File: src/hw/aor_pkg.sv
// Purpose: shared constants, types and carriers of the operand address resolver
// Assumes: one 100 MHz clock, synchronous active-high reset
// Notes:   config, status and slot-count registers sit on a classic Wishbone slave
// Overview of operation
// - top K general registers are clause temporaries
// - constants index any lane, registers lane X
// - index select picks lane X, lane, or loop
// - one shared index, per-operand relative flags
// - previous results readable; nop groups, clause end clear
// - out-of-range indexed register read returns register zero
// - out-of-range indexed write dropped; memory read hits zero
// - constant read beyond 0..255 returns NaN
// - cached constant beyond locked lines returns NaN
// - constants are 32 bits wide
// - 16 buffers, 4096 entries, two 32-entry windows
// - two locked line pairs, optionally loop-offset
// - literal slots count toward clause size
// - per-pixel constant index serialises up to 64 reads
// - two-group load gap stalls; clause end invalidates
// - alternate-constants bit picks paired stage buffers
// - relative flag adds chosen index to address
// - select 0-127 register, 128-159 bank0, 160-191 bank1
package aor_pkg;

    localparam int unsigned ADDR_W       = 9;
    localparam int unsigned DATA_W       = 32;
    localparam logic [8:0]  SEL_KC0_BASE = 9'h080;
    localparam logic [8:0]  SEL_KC1_BASE = 9'h0A0;
    localparam logic [8:0]  SEL_KC_END   = 9'h0C0;
    localparam logic [7:0]  GPR_COUNT    = 8'h80;
    localparam logic [9:0]  CREG_MAX     = 10'h0FF;
    localparam logic [9:0]  KC_ONE_MAX   = 10'h00F;
    localparam logic [9:0]  KC_TWO_MAX   = 10'h01F;
    localparam logic [31:0] NAN_VALUE    = 32'h07FF_FFFF;
    localparam logic [1:0]  LOAD_GAP     = 2'h2;
    localparam logic [6:0]  WFALL_MAX    = 7'h40;
    localparam int unsigned NUM_BUFFERS  = 16;
    localparam int unsigned BUF_ENTRIES  = 4096;
    localparam int unsigned LINE_ENTRIES = 16;

    localparam logic [3:0]  REG_CONFIG   = 4'h0;
    localparam logic [3:0]  REG_STATUS   = 4'h4;
    localparam logic [3:0]  REG_SLOTS    = 4'h8;
    localparam logic [6:0]  RST_TEMPS    = 7'h00;
    localparam logic [7:0]  RST_DECLARED = 8'h80;
    localparam int unsigned CFG_TEMP_LSB = 0;
    localparam int unsigned CFG_DECL_LSB = 8;

    typedef enum logic [2:0] {
        IDX_X = 3'h0, IDX_Y = 3'h1, IDX_Z = 3'h2, IDX_W = 3'h3, IDX_LOOP = 3'h4
    } aor_idx_e;

    typedef enum logic [1:0] {KIND_SEL = 2'h0, KIND_CREG = 2'h1, KIND_PV = 2'h2} aor_kind_e;
    typedef enum logic [2:0] {
        TGT_GPR = 3'h0, TGT_CREG = 3'h1, TGT_KC0 = 3'h2, TGT_KC1 = 3'h3, TGT_PV = 3'h4
    } aor_tgt_e;
    typedef enum logic [1:0] {NO_LINES = 2'h0, ONE_LINE = 2'h1, TWO_LINES = 2'h2} aor_lock_e;
    typedef enum logic [3:0] {
        ST_IDLE = 4'b0001, ST_EVAL = 4'b0010, ST_GAP = 4'b0100, ST_WFALL = 4'b1000
    } aor_st_e;

    typedef logic [3:0][8:0]  aor_lanes_t;
    typedef logic [3:0][31:0] aor_vec_t;

    typedef struct packed {
        aor_kind_e   kind;
        logic [8:0]  sel;
        logic        rel;
        aor_idx_e    mode;
        logic        write;
        logic        mem_read;
        logic [6:0]  pix_reads;
    } aor_req_s;

    typedef struct packed {
        logic [3:0]  buf_id;
        logic [7:0]  line;
        logic        loop_rel;
    } aor_bank_s;

    typedef struct packed {
        aor_lock_e   lock;
        logic        alt;
        aor_bank_s   bank0;
        aor_bank_s   bank1;
    } aor_cfw_s;

    typedef struct packed {
        logic        valid;
        aor_tgt_e    target;
        logic [8:0]  addr;
        logic        temp;
        logic        nan;
        logic        suppress;
        logic        alt;
        logic [3:0]  buf_id;
        logic [7:0]  line;
    } aor_res_s;

endpackage : aor_pkg

File: src/hw/aor_resolver.sv
// Purpose: resolve operand addresses of an ALU clause and keep per-clause state
// Assumes: clause sequencer on the same clock; Wishbone master on the same clock
// Notes:   one operand in flight; result two cycles after acceptance at best
//
// Local design decisions: the Wishbone register port and the placing of the registers.
`timescale 1ns/1ps
module aor_resolver
    import aor_pkg::*;
(
    input  wire logic        clk_i,
    input  wire logic        rst_i,
    input  wire logic [3:0]  wb_adr_i,
    input  wire logic [31:0] wb_dat_i,
    input  wire logic [3:0]  wb_sel_i,
    input  wire logic        wb_we_i,
    input  wire logic        wb_cyc_i,
    input  wire logic        wb_stb_i,
    output logic [31:0]      wb_dat_o,
    output logic             wb_ack_o,
    input  wire logic        clause_start_i,
    input  wire aor_cfw_s    clause_control_word_i,
    input  wire logic        clause_end_i,
    input  wire logic        load_index_op_i,
    input  wire aor_lanes_t  load_index_val_i,
    input  wire logic [8:0]  loop_index_i,
    input  wire logic        group_done_i,
    input  wire logic        nop_group_i,
    input  wire aor_vec_t    group_result_i,
    input  wire logic [2:0]  group_slots_i,
    input  wire logic        req_valid_i,
    input  wire aor_req_s    req_i,
    output logic             req_ready_o,
    output aor_res_s         res_o,
    output logic [31:0]      res_data_o,
    output aor_vec_t         previous_result_vector_o,
    output logic             stall_o
);
    logic [6:0]      clause_temp_count_r;
    logic [7:0]      declared_r;
    aor_cfw_s        cfw_r;
    aor_lanes_t      index_register_r;
    logic            index_valid_r;
    logic [1:0]      gap_r;
    logic [6:0]      wf_cnt_r;
    logic [15:0]     slot_cnt_r;
    logic            pv_valid_r;
    aor_req_s        req_q;
    aor_st_e         state_r;
    aor_st_e         state_nxt;
    aor_res_s        res_r;
    aor_res_s        res_nxt;
    logic [31:0]     res_data_r;
    logic            ready_r;
    logic            stall_r;
    logic [31:0]     wb_dat_r;
    logic            wb_ack_r;
    aor_vec_t        pv_r;

    logic            is_gpr;
    logic            is_kc0;
    logic            is_kc1;
    logic            is_creg;
    logic            ar_use;
    logic            kc_bad;
    logic            in_decl;
    logic            finish;
    logic [8:0]      base;
    logic [8:0]      index_sel;
    logic signed [9:0] hi_bound;
    logic signed [9:0] final_addr;
    logic            oob;
    logic [8:0]      temp_base;
    logic            wb_req;

    function automatic logic [7:0] line_of(input aor_bank_s b, input logic [8:0] a,
                                           input logic [8:0] loop_v);
        logic [7:0] off;
        off = b.loop_rel ? loop_v[7:0] : 8'h00;
        return b.line + {7'h00, a[4]} + off;
    endfunction : line_of

    // operand decode
    always_comb begin
        is_gpr  = (req_q.kind == KIND_SEL) && (req_q.sel < SEL_KC0_BASE);
        is_kc0  = (req_q.kind == KIND_SEL) && (req_q.sel >= SEL_KC0_BASE)
                  && (req_q.sel < SEL_KC1_BASE);
        is_kc1  = (req_q.kind == KIND_SEL) && (req_q.sel >= SEL_KC1_BASE)
                  && (req_q.sel < SEL_KC_END);
        is_creg = (req_q.kind == KIND_CREG);
        base    = req_q.sel;
        if (is_kc0) begin
            base = req_q.sel - SEL_KC0_BASE;
        end else if (is_kc1) begin
            base = req_q.sel - SEL_KC1_BASE;
        end
        // loop option for every type; lane X for registers, named lane for constants
        if (req_q.mode == IDX_LOOP) begin
            index_sel = loop_index_i;
        end else if (is_creg) begin
            index_sel = index_register_r[req_q.mode[1:0]];
        end else begin
            index_sel = index_register_r[0];
        end
        ar_use  = req_q.rel && (req_q.mode != IDX_LOOP) && (is_gpr || is_creg);
        kc_bad  = (is_kc0 || is_kc1) && req_q.rel && (req_q.mode != IDX_LOOP);
        in_decl = {1'b0, base[7:0]} < {1'b0, declared_r} && !base[8];
        if (is_gpr) begin
            hi_bound = $signed({2'b00, declared_r}) - 10'sd1;
        end else if (is_creg) begin
            hi_bound = $signed(CREG_MAX);
        end else if (cfw_r.lock == TWO_LINES) begin
            hi_bound = $signed(KC_TWO_MAX);
        end else begin
            hi_bound = $signed(KC_ONE_MAX);
        end
        temp_base = {1'b0, GPR_COUNT} - {2'b00, clause_temp_count_r};
    end

    aor_index_add #(
        .W       (ADDR_W)
    ) u_add (
        .base_i  (base),
        .rel_i   (req_q.rel),
        .index_i ($signed(index_sel)),
        .hi_i    (hi_bound),
        .final_o (final_addr),
        .oob_o   (oob)
    );

    // result assembly
    always_comb begin
        res_nxt          = '0;
        res_nxt.valid    = 1'b1;
        res_nxt.addr     = final_addr[8:0];
        res_nxt.alt      = cfw_r.alt;
        res_nxt.target   = TGT_PV;
        if (is_gpr) begin
            res_nxt.target = TGT_GPR;
            res_nxt.temp   = (clause_temp_count_r != 7'h00)
                             && (final_addr >= $signed({1'b0, temp_base}));
            if (req_q.rel && in_decl && oob) begin
                if (!req_q.write || req_q.mem_read) begin
                    res_nxt.addr = 9'h000;
                end else begin
                    res_nxt.suppress = 1'b1;
                end
            end
        end else if (is_creg) begin
            res_nxt.target = TGT_CREG;
            res_nxt.nan    = req_q.rel && oob;
        end else if (is_kc0 || is_kc1) begin
            res_nxt.target = is_kc0 ? TGT_KC0 : TGT_KC1;
            res_nxt.nan    = req_q.rel && (oob || kc_bad);
            res_nxt.buf_id = is_kc0 ? cfw_r.bank0.buf_id : cfw_r.bank1.buf_id;
            res_nxt.line   = line_of(is_kc0 ? cfw_r.bank0 : cfw_r.bank1,
                                     final_addr[8:0], loop_index_i);
        end
    end

    // sequencing: load gap and per-pixel serialisation
    always_comb begin
        state_nxt = state_r;
        finish    = 1'b0;
        case (state_r)
            ST_IDLE: begin
                if (req_valid_i && ready_r) begin
                    state_nxt = ST_EVAL;
                end
            end
            ST_EVAL: begin
                if (ar_use && (gap_r != 2'h0)) begin
                    state_nxt = ST_GAP;
                end else if (ar_use && is_creg && (req_q.pix_reads > 7'h01)) begin
                    state_nxt = ST_WFALL;
                end else begin
                    state_nxt = ST_IDLE;
                    finish    = 1'b1;
                end
            end
            ST_GAP: begin
                if (gap_r <= 2'h1) begin
                    state_nxt = ST_EVAL;
                end
            end
            ST_WFALL: begin
                if (wf_cnt_r <= 7'h01) begin
                    state_nxt = ST_IDLE;
                    finish    = 1'b1;
                end
            end
            default: begin
                state_nxt = ST_IDLE;
            end
        endcase
    end

    always_ff @(posedge clk_i) begin
        if (rst_i) begin
            state_r <= ST_IDLE;
            ready_r <= 1'b0;
            stall_r <= 1'b0;
        end else begin
            state_r <= state_nxt;
            ready_r <= (state_nxt == ST_IDLE) && !(req_valid_i && ready_r);
            stall_r <= (state_nxt == ST_GAP) || (state_nxt == ST_WFALL);
        end
    end

    always_ff @(posedge clk_i) begin
        if (rst_i) begin
            req_q <= '0;
        end else if (req_valid_i && ready_r && (state_r == ST_IDLE)) begin
            req_q <= req_i;
        end
    end

    always_ff @(posedge clk_i) begin
        if (rst_i) begin
            wf_cnt_r <= 7'h00;
        end else if (state_r == ST_EVAL) begin
            wf_cnt_r <= (req_q.pix_reads > WFALL_MAX) ? WFALL_MAX : req_q.pix_reads;
        end else if (state_r == ST_WFALL) begin
            wf_cnt_r <= wf_cnt_r - 7'h01;
        end
    end

    always_ff @(posedge clk_i) begin
        if (rst_i) begin
            res_r      <= '0;
            res_data_r <= 32'h0000_0000;
        end else if (finish) begin
            res_r      <= res_nxt;
            res_data_r <= res_nxt.nan ? NAN_VALUE : 32'h0000_0000;
        end else begin
            res_r.valid <= 1'b0;
        end
    end

    // index register and load gap
    always_ff @(posedge clk_i) begin
        if (rst_i || clause_end_i || clause_start_i) begin
            index_register_r <= '0;
            index_valid_r    <= 1'b0;
            gap_r            <= 2'h0;
        end else if (load_index_op_i) begin
            index_register_r <= load_index_val_i;
            index_valid_r    <= 1'b1;
            gap_r            <= LOAD_GAP;
        end else if ((gap_r != 2'h0) && (group_done_i || (state_r == ST_GAP))) begin
            gap_r <= gap_r - 2'h1;
        end
    end

    // previous-result vector
    always_ff @(posedge clk_i) begin
        if (rst_i || clause_end_i || clause_start_i) begin
            pv_r       <= '0;
            pv_valid_r <= 1'b0;
        end else if (group_done_i) begin
            pv_r       <= nop_group_i ? '0 : group_result_i;
            pv_valid_r <= !nop_group_i;
        end
    end

    // clause control word and slot accounting
    always_ff @(posedge clk_i) begin
        if (rst_i) begin
            cfw_r      <= '0;
            slot_cnt_r <= 16'h0000;
        end else if (clause_start_i) begin
            cfw_r      <= clause_control_word_i;
            slot_cnt_r <= 16'h0000;
        end else if (group_done_i) begin
            slot_cnt_r <= slot_cnt_r + {13'h0000, group_slots_i};
        end
    end

    // wishbone slave
    assign wb_req = wb_cyc_i && wb_stb_i && !wb_ack_r;

    always_ff @(posedge clk_i) begin
        if (rst_i) begin
            clause_temp_count_r <= RST_TEMPS;
            declared_r          <= RST_DECLARED;
        end else if (wb_req && wb_we_i && (wb_adr_i == REG_CONFIG)) begin
            if (wb_sel_i[0]) begin
                clause_temp_count_r <= wb_dat_i[CFG_TEMP_LSB +: 7];
            end
            if (wb_sel_i[1]) begin
                declared_r <= wb_dat_i[CFG_DECL_LSB +: 8];
            end
        end
    end

    always_ff @(posedge clk_i) begin
        if (rst_i) begin
            wb_ack_r <= 1'b0;
            wb_dat_r <= 32'h0000_0000;
        end else begin
            wb_ack_r <= wb_req;
            wb_dat_r <= 32'h0000_0000;
            if (wb_req && !wb_we_i) begin
                case (wb_adr_i)
                    REG_CONFIG: wb_dat_r <= {16'h0000, declared_r, 1'b0, clause_temp_count_r};
                    REG_STATUS: wb_dat_r <= {22'h00_0000, state_r, cfw_r.lock, cfw_r.alt,
                                             pv_valid_r, gap_r == 2'h0, index_valid_r};
                    REG_SLOTS:  wb_dat_r <= {16'h0000, slot_cnt_r};
                    default:    wb_dat_r <= 32'h0000_0000;
                endcase
            end
        end
    end

    assign wb_dat_o                 = wb_dat_r;
    assign wb_ack_o                 = wb_ack_r;
    assign req_ready_o              = ready_r;
    assign res_o                    = res_r;
    assign res_data_o               = res_data_r;
    assign previous_result_vector_o = pv_r;
    assign stall_o                  = stall_r;

    chk_gpr_read_zero : assert property (@(posedge clk_i) disable iff (rst_i)
        finish && is_gpr && req_q.rel && in_decl && oob && !req_q.write
        |=> res_o.valid && res_o.addr == 9'h000 && !res_o.suppress)
        else $error("indexed register read out of range not sent to zero");
    chk_gpr_write_drop : assert property (@(posedge clk_i) disable iff (rst_i)
        finish && is_gpr && req_q.rel && in_decl && oob && req_q.write && !req_q.mem_read
        |=> res_o.suppress)
        else $error("out of range indexed write not suppressed");
    chk_creg_nan_value : assert property (@(posedge clk_i) disable iff (rst_i)
        finish && is_creg && req_q.rel && oob |=> res_o.nan && res_data_o == NAN_VALUE)
        else $error("constant read out of range did not give nan");
    chk_kc_nan_value : assert property (@(posedge clk_i) disable iff (rst_i)
        finish && (is_kc0 || is_kc1) && req_q.rel && (final_addr > 10'sd31)
        |=> res_o.nan)
        else $error("cached constant out of range did not give nan");
    chk_gap_stall : assert property (@(posedge clk_i) disable iff (rst_i)
        state_r == ST_EVAL && ar_use && gap_r == LOAD_GAP && !group_done_i
        && !clause_end_i && !clause_start_i
        |=> stall_o [*2])
        else $error("index use right after load did not stall two cycles");
    chk_pv_nop_clear : assert property (@(posedge clk_i) disable iff (rst_i)
        group_done_i && nop_group_i |=> previous_result_vector_o == '0)
        else $error("nop group left previous results in place");
    chk_index_end : assert property (@(posedge clk_i) disable iff (rst_i)
        clause_end_i |=> !index_valid_r && gap_r == 2'h0)
        else $error("index register survived clause end");
    chk_temp_mark : assert property (@(posedge clk_i) disable iff (rst_i)
        finish && is_gpr && !req_q.rel && clause_temp_count_r != 7'h00
        && base >= temp_base |=> res_o.temp)
        else $error("clause temporary not marked");
    chk_alt_pass : assert property (@(posedge clk_i) disable iff (rst_i)
        finish |=> res_o.alt == $past(cfw_r.alt))
        else $error("alternate constants bit not carried");
endmodule : aor_resolver

File: src/hw/aor_index_add.sv
// Purpose: signed base-plus-index with range check
// Assumes: combinational, bounds given signed one bit wider than base
// Notes:   an absolute operand passes its base unchanged
`timescale 1ns/1ps
module aor_index_add
    import aor_pkg::*;
#(
    parameter int unsigned W = ADDR_W
) (
    input  wire logic [W-1:0]        base_i,
    input  wire logic                rel_i,
    input  wire logic signed [W-1:0] index_i,
    input  wire logic signed [W:0]   hi_i,
    output logic signed [W:0]        final_o,
    output logic                     oob_o
);
    always_comb begin
        final_o = $signed({1'b0, base_i});
        if (rel_i) begin
            final_o = $signed({1'b0, base_i}) + $signed({index_i[W-1], index_i});
        end
        oob_o = (final_o < 0) || (final_o > hi_i);
    end
endmodule : aor_index_add

File: config.mk
export PLATFORM = sky130hd
export DESIGN_NAME = aor_resolver
export DESIGN_NICKNAME = d
export VERILOG_FILES = /design/src/hw/aor_pkg.sv /design/src/hw/aor_resolver.sv /design/src/hw/aor_index_add.sv
export SDC_FILE = /design/constraint.sdc
export NUM_CORES = 1
export LEC_CHECK = 0
export ABC_AREA = 1
export ABC_CLOCK_PERIOD_IN_PS = 4100
export BUFFER_PORTS_ARGS = -buffer_cell sky130_fd_sc_hd__buf_2
export CORE_MARGIN = 5
export CORE_UTILIZATION = 41
export DETAILED_ROUTE_END_ITERATION = 6
export GPL_TIMING_DRIVEN = 0
export PLACE_DENSITY = 0.71
export RECOVER_POWER = 100
export SYNTH_ARGS = -nofsm -noshare
export SYNTH_HDL_FRONTEND = slang
export SYNTH_SLANG_ARGS = --single-unit
File: constraint.sdc
create_clock -name clk_i -period 4.1 [get_ports clk_i]
set_input_delay 0.615 -clock clk_i [delete_from_list [all_inputs] [get_ports clk_i]]
set_output_delay 0.615 -clock clk_i [all_outputs]
set_load 0.1 [all_outputs]
==> impl_metrics.env, run 1 <==
export IMPL_min_to="cfw_r[7]$_SDFFE_PP0P_"
export IMPL_avgSynthCellArea_um2=7.31
export IMPL_dp_hpwl_mm=42.8
export IMPL_seq_area_um2=6240
export IMPL_cp_max_fo=5
export IMPL_worstReg2RegStart="req_q[22]$_SDFFE_PP0P_"
export IMPL_fin_area_um2=18400
export IMPL_end_kind="register"
export IMPL_hold_class="primary input to register"
export IMPL_synth_top_area_share_pct=44.4
export IMPL_leakage_nw=7.51
export IMPL_cts_buffers=36
export IMPL_setup_slack_ns=-0.0644
export IMPL_cts_hold_buffers_added=0
export IMPL_ys_flop_type="dfxtp_1"
export IMPL_hp_start="clause_control_word_i[7]"
export IMPL_ys_types=51
export IMPL_antenna_found_initial=29
export IMPL_insertion_delay_ns=0.53
export IMPL_gp_congestion=0.986
export IMPL_critPathMaxStageDelay_ns=0.34
export IMPL_cp_top_family="simple AND/OR/NAND/NOR gates"
export IMPL_crit_slowest_cell="dfxtp_2"
export IMPL_p_per_area_nw_per_um2=429
export IMPL_ys_seq_area_share_pct=44.4
export IMPL_fmax_mhz=240
export IMPL_ys_ff_latch=311
export IMPL_hold_viol=0
export IMPL_postPlaceCellArea_um2=17000
export IMPL_setup_tns_ns=-0.298
export IMPL_grt_overflow_total=0
export IMPL_holdPathStages=3
export IMPL_drtIter0Drc=833
export IMPL_setup_viol=8
export IMPL_final_common_cell="nand2_1"
export IMPL_fill_cells=3370
export IMPL_drive_gt1_share_pct=19.0
export IMPL_ant_nets=0
export IMPL_r2r_end="res_o[19]$_SDFFE_PP0P_"
export IMPL_syn_to_final_growth_pct=31.3
export IMPL_crit_arrival_ns=4.54
export IMPL_drv_slew=0
export IMPL_die_width_um=195
export IMPL_die_h_um=195
export IMPL_crit_required_ns=4.48
export IMPL_num_rows=67
export IMPL_io_buffers=460
export IMPL_drtPass1Iterations=6
export IMPL_vias=15000
export IMPL_initial_core_util_pct=41.7
export IMPL_synth_area_leaders="dfxtp_1 (44%), nand2_1 (14%), a21oi_1 (10%)"
export IMPL_fin_crit_sh_pct=102
export IMPL_clkSinkCount=311
export IMPL_relSlewSlack_pct=6.70
export IMPL_stdcell_count=2949
export IMPL_htree_levels=2
export IMPL_synth_edff_count=0
export IMPL_totalWireLength_mm=53.3
export IMPL_grt_pass1_vias=14400
export IMPL_violations="negative setup slack"
export IMPL_start_kind="register"
export IMPL_synthCells=1917
export IMPL_path_clk_slew_ns=0.06
export IMPL_cpMostUsedCell="nand2_1"
export IMPL_grt_start_max_net_pins=30
export IMPL_grt_pass1_wl_mm=79.4
export IMPL_dp_worst_setup_slack_ns=-0.804
export IMPL_ir_drop_v=0.000309
export IMPL_grtUsageTotal_pct=26.3
export IMPL_tritoncts="done"
export IMPL_clock_root_buffer="clkbuf_16"
export IMPL_regToRegSetupSlack_ns=-0.06
export IMPL_layout_common_cells="nand2_1 (518), dfxtp_1 (303), clkbuf_1 (302), a21oi_1 (281), buf_2 (258)"
export IMPL_cap_viol_max_count=0
export IMPL_io_pins=504
export IMPL_p_total_mw=7.89
export IMPL_post_route_util_pct=54.8
export IMPL_drc_errors=0
export IMPL_dp_cells=2845
export IMPL_dieArea_um2=38000
export IMPL_yosys_warnings=0
export IMPL_async_flop_share_pct=0
export IMPL_clock_path_buffers=3
export IMPL_path_buf_inv=6
export IMPL_multi_input_area_um2=6860
export IMPL_rr_worst_depth=31
export IMPL_status="finished with violations"
export IMPL_yosysTopAreaCell="dfxtp_1"
export IMPL_drt_vias_per_instance=5.10
export IMPL_wl_per_cell_um=18.1
export IMPL_worst_slew_pin_transition_ns=1.41
export IMPL_synthesis_area_um2=14000
export IMPL_path_class="register to register"
export IMPL_holdWs_ns=0.318
export IMPL_min_period_ns=4.16
export IMPL_skew_ns=0.0196
export IMPL_num_nets_final=2798
export IMPL_rsz0062_at_grt="yes"
export IMPL_coreArea_um2=33600
-- final cells by class --
type	count	share of cell area, %
clock inverter	12	0.931
sequential	311	33.9
multi-input combinational	1346	37.2
timing repair buffer	487	12.3
buffer	141	4.01
inverter	139	2.89
tap	448	3.04
clock buffer	53	5.51
antenna	12	0.163
-- power breakdown --
| group | switching (mW) | internal (mW) | leakage, nW |
|---|---|---|---|
| clock network | 1.30 | 1.92 | 0.577 |
| logic | 0.995 | 0.518 | 4.41 |
| registers | 0.0656 | 3.10 | 2.52 |
-- cell usage after synthesis, types with 2 or more instances --
cell type    n
a31oi_1     16
buf_4       48
o21ai_0    112
nor4_1       4
o21a_1       5
buf_1        4
xnor2_1      8
o21bai_1     2
clkinv_1     4
o211ai_1     9
mux2i_1      2
a22oi_1      4
nand4_1     13
nand3_2      3
clkbuf_1    86
o22ai_1      5
inv_2        8
or2_2        6
nand3b_1     6
and2_1       2
ha_1        52
buf_2        3
fa_1         4
nor3_1      12
xor2_1      10
nand2_1    529
dfxtp_1    311
a32oi_1      2
inv_1      127
nand2_2      5
a211oi_1     3
nor2_1     148
nor2_4       2
a21o_1       2
nand3_1     52
a21oi_1    292
o21ai_1      2
-- state kept, by name, summed over array words and instances, names as in the netlist, 8 cells and up --
name	flops
previous_result_vector_o	128
index_register_r	36
cfw_r	29
res_o	28
req_q	24
slot_cnt_r	16
wb_dat_o	16
declared_r	8
-- routing by layer --
layer  vias to the layer above  routed length, µm  global-route usage [%]
met5                         -                210                       0
met4                        38               2580                    10.3
met3                       164               5290                    9.19
met2                       617              25300                    45.5
met1                      6885              19900                    29.7
li1                       7323                  -                       -
-- how the worst max path moves through the flow --
stage / startpoint / cells past startpoint / end / slack [ns]
global placement: req_q[22]$_SDFFE_PP0P_ / 26 / res_data_o[25]$_SDFFE_PP0P_ / -0.69
global route: req_q[10]$_SDFFE_PP0P_ / 26 / res_o[18]$_SDFFE_PP0P_ / -0.26
CTS: req_q[22]$_SDFFE_PP0P_ / 27 / res_o[22]$_SDFFE_PP0P_ / 0.009
finish: req_q[22]$_SDFFE_PP0P_ / 31 / res_o[19]$_SDFFE_PP0P_ / -0.06
floorplan: req_q[22]$_SDFFE_PP0P_ / 26 / res_data_o[25]$_SDFFE_PP0P_ / 0.10
detailed placement: req_q[22]$_SDFFE_PP0P_ / 26 / res_data_o[25]$_SDFFE_PP0P_ / -0.80
-- kinds of logic after synthesis --
group | after synthesis | synth area share [%]
AOI/OAI and AO/OA | 460 | 17.3
xor gates and xnor gates | 18 | 1.12
adders and majority gates | 56 | 5.21
buffers and inverters | 281 | 8.89
DFF | 311 | 44.4
muxes | 2 | 0.143
other | 1 | 0.0267
and+or+nand+nor | 788 | 22.9
-- worst reg2reg max path: cells and delay by family, from the launching register on --
family,cells,cell delay (ns)
buffers and inverters,6,0.60
DFF,1,0.34
and+or+nand+nor,14,1.39
xor gates and xnor gates,1,0.19
adders and majority gates,2,0.47
AOI/OAI and AO/OA,8,1.02
-- timing repair --
item / in CTS / in global routing
endpoints found under the setup margin: 19 / 14
pin swaps: 10 / 27
buffers inserted: 12 / 14
resized for setup: 33 / 55
gates cloned: 1 / 1
No activity file was read; power rests on OpenSTA's default activity.
==> inputs of run 2 (changes only) <==
--- a/config.mk
+++ b/config.mk
@@ -8,12 +8,13 @@
 export ABC_AREA = 1
 export ABC_CLOCK_PERIOD_IN_PS = 4100
 export BUFFER_PORTS_ARGS = -buffer_cell sky130_fd_sc_hd__buf_2
-export CORE_MARGIN = 5
+export CORE_MARGIN = 8
 export CORE_UTILIZATION = 41
 export DETAILED_ROUTE_END_ITERATION = 6
 export GPL_TIMING_DRIVEN = 0
 export PLACE_DENSITY = 0.71
 export RECOVER_POWER = 100
+export SKIP_CTS_REPAIR_TIMING = 1
 export SYNTH_ARGS = -nofsm -noshare
 export SYNTH_HDL_FRONTEND = slang
 export SYNTH_SLANG_ARGS = --single-unit
==> run 2 against run 1 <==
  * The flow still finishes with violations (negative setup slack)
  * Critical path type unchanged
  * Maximum frequency decreased by 2.3%
  * Combinational power increased by 3%
  * Clock power increased by 3%
  * Hold slack improved by 0.0044 ns
  * Design area increased by 0.34%
  * Clock-buffer cell count decreased by 4
  * Utilization increased by 0.19 points
  * Highest routed layer unchanged
==> impl_metrics.env, run 2 (synthesis results as in run 1) <==
export IMPL_clkSinkCount=311
export IMPL_stdcell_count=2950
export IMPL_grtUsageTotal_pct=25.7
export IMPL_dp_worst_setup_slack_ns=-0.769
export IMPL_drv_slew=0
export IMPL_gp_congestion=0.928
export IMPL_relSlewSlack_pct=7.11
export IMPL_tritoncts="done"
export IMPL_fmax_mhz=235
export IMPL_drc_errors=0
export IMPL_antenna_found_initial=29
export IMPL_hold_class="primary input to register"
export IMPL_dieArea_um2=40400
export IMPL_min_period_ns=4.26
export IMPL_p_total_mw=8.01
export IMPL_rr_worst_depth=28
export IMPL_ir_drop_v=0.000326
export IMPL_drt_vias_per_instance=5.11
export IMPL_path_clk_slew_ns=0.06
export IMPL_cp_max_fo=6
export IMPL_skew_ns=0.0160
export IMPL_grt_pass1_wl_mm=83.0
export IMPL_initial_core_util_pct=41.7
export IMPL_largest_reg_flops=128
export IMPL_coreArea_um2=33600
export IMPL_cap_viol_max_count=0
export IMPL_die_h_um=201
export IMPL_totalWireLength_mm=55.5
export IMPL_drtPass1Iterations=5
export IMPL_io_pins=504
export IMPL_end_kind="register"
export IMPL_cpMostUsedCell="nand2_1"
export IMPL_num_nets_final=2796
export IMPL_crit_required_ns=4.47
export IMPL_io_buffers=460
export IMPL_grt_overflow_total=0
export IMPL_swShare_pct=29.6
export IMPL_crit_slowest_cell="fa_2"
export IMPL_p_sw_mw=2.37
export IMPL_p_per_area_nw_per_um2=434
export IMPL_grt_start_max_net_pins=30
export IMPL_hold_viol=0
export IMPL_dp_hpwl_mm=44.6
export IMPL_drtIter0Drc=855
export IMPL_drive_gt1_share_pct=19.5
export IMPL_setup_viol=12
export IMPL_cts_buffers=35
export IMPL_layout_common_cells="nand2_1 (520), dfxtp_1 (307), clkbuf_1 (295), a21oi_1 (277), buf_2 (259)"
export IMPL_worst_slew_pin_transition_ns=1.38
export IMPL_syn_to_final_growth_pct=31.8
export IMPL_holdWs_ns=0.323
export IMPL_holdPathStages=3
export IMPL_p_int_mw=5.64
export IMPL_critPathMaxStageDelay_ns=0.37
export IMPL_grt_pass1_vias=14700
export IMPL_clock_root_buffer="clkbuf_16"
export IMPL_start_kind="register"
export IMPL_wl_per_cell_um=18.8
export IMPL_violations="negative setup slack"
export IMPL_die_width_um=201
export IMPL_p_seq_share_pct=39.5
export IMPL_crit_arrival_ns=4.63
export IMPL_clock_path_buffers=3
export IMPL_num_rows=67
export IMPL_rsz0062_at_grt="yes"
export IMPL_fin_crit_sh_pct=104
export IMPL_final_common_cell="nand2_1"
export IMPL_p_comb_share_pct=19.3
export IMPL_clock_power_share_pct=41.2
export IMPL_setup_slack_ns=-0.162
export IMPL_path_class="register to register"
export IMPL_vias=15100
export IMPL_dp_cells=2845
export IMPL_ant_nets=0
export IMPL_fill_cells=3336
export IMPL_status="finished with violations"
export IMPL_insertion_delay_ns=0.52
export IMPL_leakage_nw=7.54
export IMPL_htree_levels=2
run 2: cell types whose count changed in the layout (fill, tap and decap cells not counted), moves of 4 or more:
| cell | previous run | this run |
|---|---|---|
| a21oi_1 | 281 | 277 |
| a21oi_2 | 12 | 16 |
| clkbuf_1 | 302 | 295 |
| clkinv_2 | 5 | 9 |
| dfxtp_1 | 303 | 307 |
run 2: power groups by stage:
stage                     Clock, mW  Combinational (mW)  Sequential, mW
after detailed placement          0                1.34            3.22
after CTS                      3.35                1.35            3.15
after global placement            0                1.32            3.22
final                          3.30                1.55            3.16
after global routing           3.48                1.69            3.17
after floorplan                   0               0.812            3.32
run 2: per-stage QoR:
step                TNS [ns]  util [%]  area [µm²]
detailed placement    -11.36      50.5       17000
finish                 -1.31      55.0       18500
floorplan                  0         -       14100
CTS                   -12.09      54.1       18200
global placement      -10.41      50.5       17000
global route           -4.88      54.9       18500
run 2: path summary, 6_finish.rpt:
path | start | to | slack (ns)
worst max-delay path | req_q[22]$_SDFFE_PP0P_ | res_o[21]$_SDFFE_PP0P_ | -0.16
worst min-delay path | clause_control_word_i[14] | cfw_r[14]$_SDFFE_PP0P_ | 0.32
worst max register to register | req_q[22]$_SDFFE_PP0P_ | res_o[21]$_SDFFE_PP0P_ | -0.16
worst min register to register | cfw_r[23]$_SDFFE_PP0P_ | cfw_r[23]$_SDFFE_PP0P_ | 0.46
run 2: routing by layer:
metal  wire length (µm)  global-route usage, %  vias to the layer above
met3               4500                   7.73                      159
met5                139                      0                        -
met1              21200                   28.4                     6995
met4               2600                   10.7                       24
met2              27100                   45.4                      597
li1                   -                      -                     7314
run 2: layout make-up:
type	instances	area [µm²]	share of cell area, %
diodes	15	37.5	0.203
plain buffers	141	734	3.97
clock buffers	49	1030	5.57
clock inverters	15	190	1.03
inverters	139	524	2.84
multi-input cells	1346	6920	37.5
flip-flops and latches	311	6240	33.7
well taps	448	561	3.03
repair buffers	486	2240	12.1
run 2: worst max-delay path: cells and delay by family, from the launching register on:
kind	cells	cell delay, ns
AOI/OAI and AO/OA	7	0.84
DFF	1	0.34
and+or+nand+nor	12	1.39
adders and majority gates	3	0.87
xor gates and xnor gates	1	0.12
buffers and inverters	5	0.52
